<file path="src/pkg/sac_pkg.sv">
package sac_pkg;
    // ----------------------------------------------------------------
    // sizes
    // ----------------------------------------------------------------
    localparam int NCH = 8;
    localparam int FW = 8;
    localparam int NGRP = 10;
    localparam int MUTE_W = 16;
    localparam int NBTN = 9;

    // ----------------------------------------------------------------
    // timing
    // ----------------------------------------------------------------
    localparam int CLK_PERIOD_NS = 20;
    localparam int TICK_TIME_US = 1000;
    localparam int TICK_CYC = TICK_TIME_US * 1000 / CLK_PERIOD_NS;
    localparam int HOLD_TIME_MS = 250;
    localparam int HOLD_TICKS = HOLD_TIME_MS * 1000 / TICK_TIME_US;
    // one extra tick covers the partial first tick, so a long press is never early
    localparam logic [7:0] HOLD_LAST = 8'(HOLD_TICKS);

    // ----------------------------------------------------------------
    // values and reset values
    // ----------------------------------------------------------------
    localparam logic [6:0] NUM_MIN = 7'h00;
    localparam logic [6:0] NUM_MAX = 7'h63;
    localparam logic [FW-1:0] FADER_REF = 8'hc0;

    // button positions in the edge vector
    localparam int B_LOCK = 0;
    localparam int B_CGM = 1;
    localparam int B_MUM = 2;
    localparam int B_ACTSC = 3;
    localparam int B_UP = 4;
    localparam int B_DOWN = 5;
    localparam int B_STORE = 6;
    localparam int B_CONF = 7;
    localparam int B_SYS = 8;

    // ----------------------------------------------------------------
    // types
    // ----------------------------------------------------------------
    typedef enum logic [2:0] {
        ST_IDLE = 3'b001,
        ST_MENU = 3'b010,
        ST_OVER = 3'b100
    } sac_state_t;

    typedef enum logic [1:0] {
        FM_REAL = 2'h0,
        FM_VSTORE = 2'h1,
        FM_VRECALL = 2'h2
    } sac_fmode_t;

    typedef enum logic [1:0] {
        LK_NONE = 2'h0,
        LK_SYS = 2'h1,
        LK_TOTAL = 2'h2
    } sac_lock_t;
endpackage

</file>
<file path="src/pkg/sac_key_if.sv">
`timescale 1ns/1ns
// one panel key between the control block and its press timer
interface sac_key_if (
    input wire logic core_clk,
    input wire logic rst_b
);
    logic key;
    logic tick;
    logic short_p;
    logic long_p;

    modport timer (input core_clk, input rst_b, input key, input tick,
                   output short_p, output long_p);
    modport user (output key, output tick, input short_p, input long_p);
endinterface

</file>
<file path="src/logic/sac_keytimer.sv">
`timescale 1ns/1ns
module sac_keytimer
    import sac_pkg::*;
(
    // key and its press classes
    sac_key_if.timer k
);
    logic key_prev_reg;
    logic long_seen_reg;
    logic [7:0] hold_cnt_reg;

    // count held ticks, class press at release or at the hold threshold
    always_ff @(posedge k.core_clk or negedge k.rst_b) begin
        if (!k.rst_b) begin
            key_prev_reg <= 1'b0;
            long_seen_reg <= 1'b0;
            hold_cnt_reg <= 8'h00;
            k.short_p <= 1'b0;
            k.long_p <= 1'b0;
        end else begin
            key_prev_reg <= k.key;
            k.short_p <= 1'b0;
            k.long_p <= 1'b0;
            if (!k.key) begin
                hold_cnt_reg <= 8'h00;
                long_seen_reg <= 1'b0;
                k.short_p <= key_prev_reg && !long_seen_reg;
            end else if (!long_seen_reg && k.tick) begin
                if (hold_cnt_reg == HOLD_LAST) begin
                    long_seen_reg <= 1'b1;
                    k.long_p <= 1'b1;
                end else begin
                    hold_cnt_reg <= hold_cnt_reg + 8'h01;
                end
            end
        end
    end

    long_held_a: assert property (@(posedge k.core_clk) disable iff (!k.rst_b)
        k.long_p |-> $past(k.key, 1) && $past(k.tick, 1))
        else $error("long press flagged without a held key");
endmodule

</file>
<file path="src/logic/sac_scene_ctrl.sv">
`timescale 1ns/1ns
// Function
// - fader safe on: virtual fader follows real fader, no group or automation effect.
// - isolation ends only after safe switch off and a later scene recall.
// - a store writes exactly what the indicators show, isolated faders included.
// - real fader mode: stored fader positions equal real fader positions.
// - virtual store mode: recall restores stored level until real fader moves.
// - virtual recall mode: level is stored value plus real fader offset.
// - overstore is refused while virtual recall mode is active.
// - virtual recall mode lit: no fader positions are captured into a scene.
// - panel lock ignores assign keys, mode switches and channel set switches.
// - group or mute mode key lights itself and sets that assignment mode.
// - short assign press selects only that key; long press adds it.
// - short set press toggles channel groups by selection; long press replaces them.
// - scene saves faders plus all mute states.
// - act/scene key picks the edited field and lights its indicator.
// - up/down step the field through 00 to 99, wrapping both ways.
// - store to unused number writes at once and shows done.
// - store to used number prompts, waits for confirm, then writes and shows done.
// - lock level is scrolled in the system menu and taken on confirm.
module sac_scene_ctrl
    import sac_pkg::*;
#(
    parameter int TICK_CYC_P = TICK_CYC
) (
    // clock and reset
    input wire logic core_clk,
    input wire logic rst_b,
    // panel keys, high while pressed
    input wire logic lock_key,
    input wire logic cg_mode_key,
    input wire logic mute_mode_key,
    input wire logic act_scene_key,
    input wire logic up_key,
    input wire logic down_key,
    input wire logic store_key,
    input wire logic confirm_key,
    input wire logic system_key,
    input wire logic [NGRP-1:0] assign_key,
    input wire logic [NCH-1:0] set_key,
    // channel strip state
    input wire logic [NCH-1:0] fader_safe,
    input wire logic [NCH-1:0] auto_safe,
    input wire logic [NCH-1:0][FW-1:0] real_fader,
    input wire logic [1:0] fader_mode,
    input wire logic [MUTE_W-1:0] auto_mute,
    // scene memory
    input wire logic mem_used,
    input wire logic recall_valid,
    input wire logic [NCH-1:0][FW-1:0] recall_fader,
    output logic mem_wr,
    output logic [6:0] mem_act,
    output logic [6:0] mem_scene,
    output logic [NCH-1:0][FW-1:0] mem_fader,
    output logic [MUTE_W-1:0] mem_mute,
    output logic [NCH-1:0][NGRP-1:0] mem_cg,
    output logic [NCH-1:0][NGRP-1:0] mem_mg,
    // indicators and display
    output logic [NCH-1:0][FW-1:0] virt_fader,
    output logic lock_lamp,
    output logic cg_mode_lamp,
    output logic mute_mode_lamp,
    output logic [NGRP-1:0] assign_lamp,
    output logic [NCH-1:0][NGRP-1:0] cg_assign,
    output logic [NCH-1:0][NGRP-1:0] mg_assign,
    output logic act_lamp,
    output logic scene_lamp,
    output logic [6:0] act_num,
    output logic [6:0] scene_num,
    output logic msg_done,
    output logic msg_over,
    output logic store_refused,
    output logic menu_active,
    output logic [1:0] lock_level,
    output logic total_lock_level
);
    // ----------------------------------------------------------------
    // declarations
    // ----------------------------------------------------------------
    sac_state_t state_reg;
    logic [15:0] tick_cnt_reg;
    logic tick_reg;
    logic [NBTN-1:0] btn;
    logic [NBTN-1:0] btn_prev_reg;
    logic [NBTN-1:0] press;
    logic [NGRP-1:0] as_short;
    logic [NGRP-1:0] as_long;
    logic [NCH-1:0] set_short;
    logic [NCH-1:0] set_long;
    logic [NCH-1:0] iso_reg;
    logic [NCH-1:0] pick_reg;
    logic [NCH-1:0][FW-1:0] stored_reg;
    logic [NCH-1:0][FW-1:0] snap_reg;
    logic [NCH-1:0][FW-1:0] virt_next;
    logic [NGRP-1:0] assign_next;
    logic [1:0] cursor_reg;
    logic panel_lock;
    logic vrecall;
    logic wr_go;

    function automatic logic [6:0] step_num(input logic [6:0] n, input logic up);
        if (up) begin
            return (n == NUM_MAX) ? NUM_MIN : n + 7'h01;
        end
        return (n == NUM_MIN) ? NUM_MAX : n - 7'h01;
    endfunction

    assign vrecall = (fader_mode == FM_VRECALL);
    assign panel_lock = lock_lamp || (lock_level == LK_TOTAL);

    // ----------------------------------------------------------------
    // key timing
    // ----------------------------------------------------------------
    // millisecond enable for the press timers
    always_ff @(posedge core_clk or negedge rst_b) begin
        if (!rst_b) begin
            tick_cnt_reg <= 16'h0000;
            tick_reg <= 1'b0;
        end else begin
            tick_reg <= (tick_cnt_reg == 16'(TICK_CYC_P - 1));
            if (tick_cnt_reg == 16'(TICK_CYC_P - 1)) begin
                tick_cnt_reg <= 16'h0000;
            end else begin
                tick_cnt_reg <= tick_cnt_reg + 16'h0001;
            end
        end
    end

    // one press timer per assign key and per channel set key
    generate
        for (genvar i = 0; i < NGRP; i++) begin : g_as
            sac_key_if kif (.core_clk(core_clk), .rst_b(rst_b));
            assign kif.key = assign_key[i];
            assign kif.tick = tick_reg;
            assign as_short[i] = kif.short_p;
            assign as_long[i] = kif.long_p;
            sac_keytimer u_kt (.k(kif));
        end
        for (genvar c = 0; c < NCH; c++) begin : g_set
            sac_key_if kif (.core_clk(core_clk), .rst_b(rst_b));
            assign kif.key = set_key[c];
            assign kif.tick = tick_reg;
            assign set_short[c] = kif.short_p;
            assign set_long[c] = kif.long_p;
            sac_keytimer u_kt (.k(kif));
        end
    endgenerate

    // press edges of the single keys
    assign btn = {system_key, confirm_key, store_key, down_key, up_key,
                  act_scene_key, mute_mode_key, cg_mode_key, lock_key};
    assign press = btn & ~btn_prev_reg;
    always_ff @(posedge core_clk or negedge rst_b) begin
        if (!rst_b) begin
            btn_prev_reg <= '0;
        end else begin
            btn_prev_reg <= btn;
        end
    end

    // ----------------------------------------------------------------
    // fader handling
    // ----------------------------------------------------------------
    // isolation, recalled level and pick-up tracking per channel
    always_ff @(posedge core_clk or negedge rst_b) begin
        if (!rst_b) begin
            iso_reg <= '0;
            pick_reg <= '0;
            stored_reg <= '0;
            snap_reg <= '0;
        end else begin
            for (int c = 0; c < NCH; c++) begin
                if (fader_safe[c]) begin
                    iso_reg[c] <= 1'b1;
                end else if (recall_valid) begin
                    iso_reg[c] <= 1'b0;
                end
                if (recall_valid && !auto_safe[c] && !iso_reg[c] && !fader_safe[c]) begin
                    stored_reg[c] <= recall_fader[c];
                    snap_reg[c] <= real_fader[c];
                    pick_reg[c] <= 1'b0;
                end else if (real_fader[c] != snap_reg[c]) begin
                    pick_reg[c] <= 1'b1;
                end
            end
        end
    end

    // level shown per channel for the active fader mode
    always_comb begin
        logic signed [9:0] sum;
        sum = '0;
        virt_next = real_fader;
        for (int c = 0; c < NCH; c++) begin
            if (fader_safe[c] || iso_reg[c]) begin
                virt_next[c] = real_fader[c];
            end else if (fader_mode == FM_VSTORE) begin
                virt_next[c] = pick_reg[c] ? real_fader[c] : stored_reg[c];
            end else if (vrecall) begin
                sum = $signed({2'b00, stored_reg[c]}) + $signed({2'b00, real_fader[c]})
                      - $signed({2'b00, FADER_REF});
                if (sum < 0) begin
                    virt_next[c] = '0;
                end else if (sum > 10'sh0ff) begin
                    virt_next[c] = 8'hff;
                end else begin
                    virt_next[c] = sum[FW-1:0];
                end
            end else begin
                virt_next[c] = real_fader[c];
            end
        end
    end

    always_ff @(posedge core_clk or negedge rst_b) begin
        if (!rst_b) begin
            virt_fader <= '0;
        end else begin
            virt_fader <= virt_next;
        end
    end

    // ----------------------------------------------------------------
    // assignment keys
    // ----------------------------------------------------------------
    // mode lamps and panel lock lamp
    always_ff @(posedge core_clk or negedge rst_b) begin
        if (!rst_b) begin
            lock_lamp <= 1'b0;
            cg_mode_lamp <= 1'b0;
            mute_mode_lamp <= 1'b0;
        end else begin
            if (press[B_LOCK]) begin
                lock_lamp <= !lock_lamp;
            end
            if (!panel_lock && press[B_CGM]) begin
                cg_mode_lamp <= 1'b1;
                mute_mode_lamp <= 1'b0;
            end else if (!panel_lock && press[B_MUM]) begin
                cg_mode_lamp <= 1'b0;
                mute_mode_lamp <= 1'b1;
            end
        end
    end

    // assign key selection: short is exclusive, long adds
    always_comb begin
        assign_next = assign_lamp;
        if (!panel_lock) begin
            for (int i = 0; i < NGRP; i++) begin
                if (as_short[i]) begin
                    assign_next = '0;
                    assign_next[i] = 1'b1;
                end
            end
            for (int i = 0; i < NGRP; i++) begin
                if (as_long[i]) begin
                    assign_next[i] = 1'b1;
                end
            end
        end
    end

    // channel assignment by set keys in the lit mode
    always_ff @(posedge core_clk or negedge rst_b) begin
        if (!rst_b) begin
            assign_lamp <= '0;
            cg_assign <= '0;
            mg_assign <= '0;
        end else begin
            assign_lamp <= assign_next;
            for (int c = 0; c < NCH; c++) begin
                if (!panel_lock && cg_mode_lamp) begin
                    if (set_long[c]) begin
                        cg_assign[c] <= assign_lamp;
                    end else if (set_short[c]) begin
                        cg_assign[c] <= cg_assign[c] ^ assign_lamp;
                    end
                end
                if (!panel_lock && mute_mode_lamp) begin
                    if (set_long[c]) begin
                        mg_assign[c] <= assign_lamp;
                    end else if (set_short[c]) begin
                        mg_assign[c] <= mg_assign[c] ^ assign_lamp;
                    end
                end
            end
        end
    end

    // ----------------------------------------------------------------
    // act/scene number
    // ----------------------------------------------------------------
    always_ff @(posedge core_clk or negedge rst_b) begin
        if (!rst_b) begin
            act_lamp <= 1'b1;
            scene_lamp <= 1'b0;
            act_num <= NUM_MIN;
            scene_num <= NUM_MIN;
        end else if (state_reg == ST_IDLE) begin
            if (press[B_ACTSC]) begin
                act_lamp <= !act_lamp;
                scene_lamp <= act_lamp;
            end
            if (press[B_UP] != press[B_DOWN]) begin
                if (act_lamp) begin
                    act_num <= step_num(act_num, press[B_UP]);
                end else begin
                    scene_num <= step_num(scene_num, press[B_UP]);
                end
            end
        end
    end

    // ----------------------------------------------------------------
    // store sequence and lock menu
    // ----------------------------------------------------------------
    assign wr_go = !vrecall && !(state_reg == ST_IDLE && press[B_SYS])
                   && ((state_reg == ST_IDLE && press[B_STORE] && !mem_used)
                   || (state_reg == ST_OVER && press[B_CONF]));

    always_ff @(posedge core_clk or negedge rst_b) begin
        if (!rst_b) begin
            state_reg <= ST_IDLE;
            cursor_reg <= LK_NONE;
            lock_level <= LK_NONE;
            total_lock_level <= 1'b0;
            menu_active <= 1'b0;
            msg_done <= 1'b0;
            msg_over <= 1'b0;
            store_refused <= 1'b0;
        end else begin
            if (wr_go) begin
                msg_done <= 1'b1;
                msg_over <= 1'b0;
            end
            unique case (state_reg)
                ST_IDLE: begin
                    if (press[B_SYS]) begin
                        state_reg <= ST_MENU;
                        menu_active <= 1'b1;
                        cursor_reg <= lock_level;
                    end else if (press[B_STORE]) begin
                        msg_done <= !vrecall && !mem_used;
                        store_refused <= vrecall;
                        if (!vrecall && mem_used) begin
                            state_reg <= ST_OVER;
                            msg_over <= 1'b1;
                        end
                    end
                end
                ST_MENU: begin
                    if (press[B_UP] && !press[B_DOWN]) begin
                        cursor_reg <= (cursor_reg == LK_TOTAL) ? LK_NONE : cursor_reg + 2'h1;
                    end else if (press[B_DOWN] && !press[B_UP]) begin
                        cursor_reg <= (cursor_reg == LK_NONE) ? LK_TOTAL : cursor_reg - 2'h1;
                    end
                    if (press[B_CONF]) begin
                        lock_level <= cursor_reg;
                        total_lock_level <= (cursor_reg == LK_TOTAL);
                    end
                    if (press[B_CONF] || press[B_SYS]) begin
                        state_reg <= ST_IDLE;
                        menu_active <= 1'b0;
                    end
                end
                ST_OVER: begin
                    if (press[B_CONF] || press[B_STORE] || vrecall) begin
                        state_reg <= ST_IDLE;
                        msg_over <= 1'b0;
                        store_refused <= vrecall;
                    end
                end
                default: begin
                    state_reg <= ST_IDLE;
                end
            endcase
        end
    end

    // scene image handed to memory
    always_ff @(posedge core_clk or negedge rst_b) begin
        if (!rst_b) begin
            mem_wr <= 1'b0;
            mem_act <= NUM_MIN;
            mem_scene <= NUM_MIN;
            mem_fader <= '0;
            mem_mute <= '0;
            mem_cg <= '0;
            mem_mg <= '0;
        end else begin
            mem_wr <= wr_go;
            if (wr_go) begin
                mem_act <= act_num;
                mem_scene <= scene_num;
                mem_fader <= virt_fader;
                mem_mute <= auto_mute;
                mem_cg <= cg_assign;
                mem_mg <= mg_assign;
            end
        end
    end

    // ----------------------------------------------------------------
    // assertions
    // ----------------------------------------------------------------
    iso_snap_a: assert property (@(posedge core_clk) disable iff (!rst_b)
        fader_safe[0] |=> virt_fader[0] == $past(real_fader[0]))
        else $error("isolated fader not following real fader");
    iso_hold_a: assert property (@(posedge core_clk) disable iff (!rst_b)
        iso_reg[0] && !recall_valid |=> iso_reg[0])
        else $error("isolation ended without a recall");
    store_img_a: assert property (@(posedge core_clk) disable iff (!rst_b)
        mem_wr |-> mem_fader == $past(virt_fader) && mem_mute == $past(auto_mute))
        else $error("stored image differs from shown state");
    real_mode_a: assert property (@(posedge core_clk) disable iff (!rst_b)
        fader_mode == FM_REAL ##2 mem_wr |-> mem_fader == $past(real_fader, 2))
        else $error("real mode store not equal to real faders");
    ovr_refuse_a: assert property (@(posedge core_clk) disable iff (!rst_b)
        vrecall |=> !mem_wr)
        else $error("store accepted in virtual recall mode");
    lock_ign_a: assert property (@(posedge core_clk) disable iff (!rst_b)
        panel_lock |=> $stable(cg_assign) && $stable(assign_lamp))
        else $error("panel keys acted while locked");
    mode_lamp_a: assert property (@(posedge core_clk) disable iff (!rst_b)
        !panel_lock && press[B_CGM] |=> cg_mode_lamp && !mute_mode_lamp)
        else $error("group mode key did not light");
    num_wrap_a: assert property (@(posedge core_clk) disable iff (!rst_b)
        state_reg == ST_IDLE && act_lamp && press[B_DOWN] && !press[B_UP]
        && act_num == NUM_MIN |=> act_num == NUM_MAX)
        else $error("act number did not wrap down");
    new_store_a: assert property (@(posedge core_clk) disable iff (!rst_b)
        state_reg == ST_IDLE && press[B_STORE] && !press[B_SYS] && !mem_used && !vrecall
        |=> mem_wr && msg_done)
        else $error("new scene not stored at once");
    over_wait_a: assert property (@(posedge core_clk) disable iff (!rst_b)
        state_reg == ST_OVER && !press[B_CONF] |=> !mem_wr)
        else $error("overwrite without confirm");

    over_done_c: cover property (@(posedge core_clk) disable iff (!rst_b)
        state_reg == ST_OVER ##[1:20] mem_wr);
    long_set_c: cover property (@(posedge core_clk) disable iff (!rst_b)
        set_long[0] && cg_mode_lamp);
    total_lock_c: cover property (@(posedge core_clk) disable iff (!rst_b)
        $rose(total_lock_level));
endmodule

</file>
<file path="config.mk">
export PLATFORM = sky130hd
export DESIGN_NAME = sac_scene_ctrl
export DESIGN_NICKNAME = d
export VERILOG_FILES = /design/src/pkg/sac_pkg.sv /design/src/pkg/sac_key_if.sv /design/src/logic/sac_keytimer.sv /design/src/logic/sac_scene_ctrl.sv
export SDC_FILE = /design/constraint.sdc
export NUM_CORES = 2
export LEC_CHECK = 0
export BUFFER_PORTS_ARGS = -buffer_cell sky130_fd_sc_hd__clkbuf_2
export CAP_MARGIN = 25
export CORE_ASPECT_RATIO = 1.75
export CORE_UTILIZATION = 35
export CTS_CLUSTER_SIZE = 28
export DETAILED_ROUTE_END_ITERATION = 10
export PLACE_DENSITY = 0.51
export SYNTH_ARGS = -nofsm -noshare
export SYNTH_HDL_FRONTEND = slang
export SYNTH_SLANG_ARGS = --single-unit
</file>
<file path="constraint.sdc">
create_clock -name core_clk -period 7.1 [get_ports core_clk]
set_input_delay 0 -clock core_clk [delete_from_list [all_inputs] [get_ports core_clk]]
set_output_delay 0 -clock core_clk [all_outputs]
set_load 0.01 [all_outputs]
</file>
---- Word level (Yosys, flattened, before mapping) ----
Index checks and enable logic that the tools add are counted.
storage, ports and cells
  register bits ........................... 906
  bits in writable memories ............... 0
  memory bits (read-only) ................. 0
  logic and storage cells ................. 979
  latch bits .............................. 0
  output and inout bits ................... 515
  memories kept ........................... 0
cells by class
  $mul .................................... 0
  shift-type cells ........................ 0
  add/subtract/negate cells ............... 41
  equal/unequal tests ..................... 99
  reduce and logical (&&, ||, !) cells .... 247
  magnitude comparators ................... 16
  div/mod/pow operators ................... 0
  bitwise logic cells ..................... 20
  multiplexer cells ....................... 354
operators by type and width
  kind                                                                              number
  8-bit 2-to-1 mux                                                                  102
  10-bit 2-to-1 mux                                                                 42
  1-bit 2-to-1 mux                                                                  186
  10-bit bitwise XOR                                                                16
  8-bit by 1-bit adder with 8-bit output, second input constant                     18
  8-bit == test, second input constant                                              18
  2-bit AND reduction                                                               64
  11-bit nonzero test                                                               10
  10-bit by 9-bit greater-than comparator with 1-bit output, second input constant  8
  10-bit by 1-bit < comparator with 1-bit output, second input constant             8
  9-bit by 8-bit subtractor with 10-bit output, second input constant               8
  1-bit logical AND                                                                 74
  2-bit by 1-bit != test with 1-bit output, second input constant                   37
  8-bit by 8-bit adder with 9-bit output                                            8
  8-bit != test                                                                     8
  7-bit 2-to-1 mux                                                                  8
  2-bit nonzero test                                                                27
  1-bit zero test                                                                   50
  2-bit != test, second input constant                                              22
  16-bit by 1-bit adder with 16-bit output, second input constant                   1
  16-bit == test, second input constant                                             1
  16-bit 2-to-1 mux                                                                 1
  3-bit 2-to-1 mux                                                                  5
  7-bit by 1-bit adder with 7-bit output, second input constant                     2
  24 further kinds                                                                  53

---- Logic depth before layout (Yosys ltp) ----
  depth after elaboration ................. 11
  gate-level depth with buffers ........... 10
  gate-level depth less buffers ........... 10

---- Cells and area by module ----
From an unflattened synthesis, not the netlist that was laid out.
unflattened totals
  cell total of the unflattened synthesis .. 4533
  area total of the unflattened synthesis .. 47356.7 um2
by module, submodules not included
  module          sequential area each (um2)  area an instance (um2)  times used  cells an instance
  sac_scene_ctrl  17269.1                     36478.7                 1           3489
  sac_keytimer    300.3                       604.3                   18          58

---- Least setup slack after synthesis ----
OpenSTA, ideal clock, no wires.
  kind .................................... register to register
  start point ............................. register stored_reg[33] in the netlist's numbering
  end point ............................... register virt_fader[35] in the netlist's numbering
  path slack .............................. 4.481 ns
  stages on the path, launching flop included .. 11
  arrival time ............................ 2.537 ns
  data required time ...................... 7.017 ns
  library setup time ...................... 0.083 ns
  cells stage by stage .................... dfrtp_1 ha_1 ha_1 inv_1 fa_1 nand2b_1 a21oi_1 o31ai_1 a2111oi_1 a21oi_1 o21ai_0
RTL lines
  what                             RTL line               source
  start, declared                  sac_scene_ctrl.sv:92   logic [NCH-1:0][FW-1:0] stored_reg;
  start signal, assigned by index  sac_scene_ctrl.sv:179  stored_reg[c] <= recall_fader[c];
  end signal, assigned             sac_scene_ctrl.sv:219  virt_fader <= virt_next;
  end, declared                    sac_scene_ctrl.sv:59   output logic [NCH-1:0][FW-1:0] virt_fader,

---- Worst setup path after layout ----
  start point ............................. register state_reg[0]
  end point ............................... register mem_cg[76] in the netlist's numbering
on the way
  longest elaborated chain between the ends .. 5
RTL lines
  what                                                          RTL line                                      source
  start, declared                                               sac_scene_ctrl.sv:80                          sac_state_t state_reg;
  start signal, assigned                                        sac_scene_ctrl.sv:324                         state_reg <= ST_IDLE;
  start signal, assigned                                        sac_scene_ctrl.sv:340                         state_reg <= ST_MENU;
  start signal, assigned                                        sac_scene_ctrl.sv:347                         state_reg <= ST_OVER;
  3-bit by 1-bit == test with 1-bit output                      sac_scene_ctrl.sv:318, sac_scene_ctrl.sv:319
  1-bit logical AND, on equally long branches                   sac_scene_ctrl.sv:318, sac_scene_ctrl.sv:319
  1-bit zero test / 1-bit logical AND (equally long branches)   sac_scene_ctrl.sv:318, sac_scene_ctrl.sv:319
  1-bit logical AND / 1-bit logical OR (equally long branches)  sac_scene_ctrl.sv:318, sac_scene_ctrl.sv:320
  1-bit logical AND *                                           sac_scene_ctrl.sv:319                         && ((state_reg == ST_IDLE && press[B_STORE] && !mem_used)
  end signal, assigned                                          sac_scene_ctrl.sv:398                         mem_cg <= cg_assign;
  end, declared                                                 sac_scene_ctrl.sv:56                          output logic [NCH-1:0][NGRP-1:0] mem_cg,
Mark *: on every way between the ends. The rest lies on a longest branch, timed or not.
A chain may end at the register's enable or synchronous reset.

==> impl_results.rst <==
.. list-table::
   :header-rows: 1

   * - Metric
     - Value
   * - Floorplan die area
     - roughly 130,000 µm²
   * - Clock period minus worst slack
     - ~3.6 ns
   * - I/O pin total
     - slightly above 700
   * - Arrival time at the worst endpoint
     - a little over 4 ns
   * - Mapped Nets
     - 4,862
   * - Number of antenna violations at the first check in global routing
     - 36
   * - Maximum clock frequency
     - ~280 MHz
   * - Initial DRT Pass Iterations
     - 6
   * - Max-capacitance violation count
     - 0
   * - Number of failing hold endpoints at the final stage
     - 0
   * - Final core area utilization
     - 0.441
   * - Standard cell area after detailed placement
     - 51,800 µm²
   * - Setup_tns
     - 0 ns
   * - Via count of the first global-routing pass
     - 37,695
   * - Count of buffers inserted at the top-level ports
     - ~710
   * - Wire length reported by the detailed router
     - approximately 150,000 µm
   * - Pwr dens
     - between 300 and 400 nW/µm²
   * - Final period util
     - 0.501
   * - Ys flop type
     - sky130_fd_sc_hd__dfrtp_1
   * - Die Span X
     - between 200 and 300 µm
   * - Die extent in y
     - ~490 µm
   * - Proportion of synthesized chip area in sequential cells
     - 0.486
   * - Remaining global-route overflow
     - 0
   * - Clock Skews
     - between 0.04 and 0.05 ns
   * - Final cell area excluding filler cells
     - 58,500 µm²
   * - CP endpoint kind
     - flip-flop
   * - Setup CP Type
     - flip-flop to flip-flop
   * - Dominant cells by area after synthesis
     - sky130_fd_sc_hd__dfrtp_1 48%, sky130_fd_sc_hd__mux2_4 6.4%, sky130_fd_sc_hd__ha_1 4.4%
   * - Worst r2r src
     - state_reg[0]$_DFFE_PN1P_
   * - Antenna-violating nets left
     - 0
   * - DRC violations left
     - 0
   * - Routed vias
     - approximately 38,000
   * - CP Launch Point
     - state_reg[0]$_DFFE_PN1P_
   * - Final-report max-slew violation count
     - 0
   * - Ys async rst share
     - 1.00
   * - Final setup viols
     - 0
   * - Clock tree from TritonCTS
     - done
   * - Final non-filler cell total
     - 7,276
   * - Result of the run
     - complete, no violations
   * - Cell variety after synth
     - 80
   * - Worst path required time
     - just under 8 ns
   * - Clock root buffer master
     - sky130_fd_sc_hd__clkbuf_16
   * - Area growth from synthesis to layout
     - 25.3%
   * - Final #Nets
     - approximately 5,900
   * - VDD IR-drop max
     - between 0.2 and 0.3 mV
   * - #FFs+latches synth
     - about 910
   * - Placeable core region
     - approximately 130,000 µm²
   * - Count of routing violations after the opening detailed-route iteration
     - 2,122
   * - Cell leakage power
     - roughly 27 nW
   * - Largest net degree at the start of global routing
     - 149
   * - Path category of the worst min-delay check
     - input pin to flip-flop
   * - Drt via density
     - ~5.2
   * - Effective utilization at floorplan
     - 0.352
   * - Share of layout cells above drive strength 1
     - 0.238
   * - Combined area of all synthesized cells
     - roughly 47,000 µm²
   * - Transition at the pin with the smallest max-transition slack
     - roughly 1.0 ns
   * - Clock buffer depth
     - 3
   * - Final weighted congestion in routability-driven placement
     - approximately 0.85
   * - Warnings, synthesis
     - 0
   * - Most area-hungry cell type in the Yosys netlist
     - sky130_fd_sc_hd__dfrtp_1
   * - Hold slack
     - around 0.044 ns
   * - Clock latency on the worst-skew pair
     - about 0.72 ns
   * - Row count
     - roughly 180
   * - Number of enable flip-flop cells after synthesis
     - 0
   * - Area share of the largest cell type after synthesis
     - 0.485
   * - First-pass GRT wire length
     - between 200,000 and 250,000 µm
   * - Clock slew at the register clock pins of the worst setup and hold paths
     - about 0.06 ns
   * - Setup repair after global routing missed its margin
     - false
   * - Average instance area after synthesis
     - about 10 µm²
   * - Post-cts sizing count
     - 0
   * - Peak fanout along the critical path
     - around 110
   * - Tightest slew margin relative to the limit
     - 0.310
   * - Fill cells
     - around 13,000
   * - Cts hold-fix bufs
     - 330
   * - Sinks on Clock Net
     - between 900 and 1,000
   * - Cell Count Post-Placement
     - a little under 7,000
   * - Crit start category
     - flip-flop
   * - Origin of the worst min-delay path
     - cg_mode_key
   * - Wire per inst
     - 20.2 µm
   * - Post CTS Setup Buffer Count
     - 0
   * - Detailed placer's ending HPWL
     - between 100,000 and 150,000 µm
   * - Gate count of the mapped netlist
     - approximately 4,500
   * - H-tree levels
     - 3
   * - Inserted Clock Buffers
     - 93
   * - Total routing resource utilization after global routing
     - 0.215
-- report_power, final --
group	total, mW	internal, mW	switching [mW]
Combinational	5.51	2.45	3.06
Clock	5.32	3.02	2.30
Sequential	7.00	6.08	0.919
Total	17.8	11.6	6.27
-- worst max-delay path: stages (launching register included) --
cell	delay, ns
sky130_fd_sc_hd__dfstp_2	0.56
sky130_fd_sc_hd__or3b_1	0.48
sky130_fd_sc_hd__o32ai_1	0.31
sky130_fd_sc_hd__and3_4	0.79
sky130_fd_sc_hd__buf_12	0.57
sky130_fd_sc_hd__mux2_4	0.35
-- layout make-up --
cell class | instances | area (µm²) | area share
flip-flops and latches | 906 | 22700 | 0.387
diodes | 21 | 52.6 | 0.000898
well taps | 1700 | 2130 | 0.0363
inverters | 161 | 604 | 0.0103
multi-input cells | 3211 | 22300 | 0.380
clock inverters | 52 | 713 | 0.0122
repair buffers | 1104 | 7490 | 0.128
clock buffers | 121 | 2590 | 0.0443
-- cells in the mapped netlist (8+ instances only) --
cell,number
sky130_fd_sc_hd__buf_1,13
sky130_fd_sc_hd__o31ai_1,17
sky130_fd_sc_hd__clkbuf_1,156
sky130_fd_sc_hd__a31oi_1,142
sky130_fd_sc_hd__mux2_1,20
sky130_fd_sc_hd__nor2b_1,71
sky130_fd_sc_hd__ha_1,166
sky130_fd_sc_hd__nor3_1,192
sky130_fd_sc_hd__o21a_1,25
sky130_fd_sc_hd__nor3b_1,32
sky130_fd_sc_hd__mux2i_1,8
sky130_fd_sc_hd__o221ai_1,24
sky130_fd_sc_hd__nand3_1,69
sky130_fd_sc_hd__nand4_1,46
sky130_fd_sc_hd__nor4_1,24
sky130_fd_sc_hd__nor2_1,539
sky130_fd_sc_hd__o211a_1,16
sky130_fd_sc_hd__nand2b_1,61
sky130_fd_sc_hd__o211ai_1,13
sky130_fd_sc_hd__and2_1,153
sky130_fd_sc_hd__o21ai_0,202
sky130_fd_sc_hd__xor2_1,69
sky130_fd_sc_hd__nand2_1,242
sky130_fd_sc_hd__a221oi_1,18
sky130_fd_sc_hd__a22oi_1,8
sky130_fd_sc_hd__a2bb2oi_1,9
sky130_fd_sc_hd__inv_1,160
sky130_fd_sc_hd__mux2_2,150
sky130_fd_sc_hd__a21oi_1,335
sky130_fd_sc_hd__dfrtp_1,904
sky130_fd_sc_hd__buf_2,11
sky130_fd_sc_hd__or3_1,12
sky130_fd_sc_hd__a22o_1,9
sky130_fd_sc_hd__mux2_4,200
sky130_fd_sc_hd__buf_12,22
sky130_fd_sc_hd__a21o_1,17
sky130_fd_sc_hd__and3_1,12
sky130_fd_sc_hd__xnor2_1,162
sky130_fd_sc_hd__a211oi_1,19
sky130_fd_sc_hd__fa_1,16
sky130_fd_sc_hd__o22ai_1,22
-- metal layers --
layer	vias up	track usage	wire [µm]
li1	17726	-	-
met2	1211	0.384	74000
met3	242	0.0424	8210
met5	-	0	182
met4	28	0.0797	4910
met1	18445	0.254	59800
-- final timing paths --
kind / slack, ns / endpoint / cells past startpoint
worst max-delay path: 3.54 / mem_cg[76]$_DFFE_PN0P_ / 5
worst min-delay path: 0.04 / btn_prev_reg[1]$_DFF_PN0_ / 2
worst max register to register: 3.54 / mem_cg[76]$_DFFE_PN0P_ / 5
worst min register to register: 0.45 / g_as[8].u_kt.k.short_p$_DFF_PN0_ / 1
max in group asynchronous: 5.19 / g_set[2].u_kt.hold_cnt_reg[2]$_DFFE_PN0P_ / 5
min in group asynchronous: 0.53 / state_reg[0]$_DFFE_PN1P_ / 3
-- cells in the final DEF (no fill, tap or decap), drive strengths merged, types with 19 or more instances in the layout --
cell type / Yosys / layout
nand2b: 62 / 62
and2: 153 / 153
nor2: 539 / 539
dfrtp: 904 / 904
o22ai: 22 / 22
xor2: 69 / 69
a21oi: 335 / 335
diode: 0 / 21
buf: 53 / 68
clkbuf: 156 / 827
nor3: 198 / 198
nand2: 242 / 242
o221ai: 24 / 24
a31oi: 142 / 142
nand3: 69 / 69
clkinv: 0 / 27
mux2: 370 / 370
nand4: 46 / 46
nor3b: 32 / 32
o21ai: 203 / 203
dlygate4sd3: 0 / 329
a211oi: 19 / 19
xnor2: 162 / 162
inv: 161 / 168
o21a: 25 / 25
ha: 166 / 166
nor4: 26 / 26
nor2b: 71 / 71
-- logic make-up (layout without fill, tap and decap cells) --
logic type | after synthesis | count (layout) | synth area share
xor gates and xnor gates | 231 | 231 | 0.0433
other | 0 | 21 | 0
buffers and inverters | 370 | 1438 | 0.0387
AOI/OAI and AO/OA | 932 | 932 | 0.121
muxes | 378 | 378 | 0.107
and+or+nand+nor | 1488 | 1488 | 0.153
DFF | 906 | 906 | 0.486
adders and majority gates | 182 | 182 | 0.0513
-- stage by stage --
step	worst slack (ns)	power, mW
5_1_grt	3.44	18.8
6_report	3.54	17.8
4_1_cts	3.64	18.0
2_1_floorplan	4.48	10.1
3_5_place_dp	3.63	12.3
3_3_place_gp	3.65	12.2
Note: power is estimated with default switching activity, not from simulation.
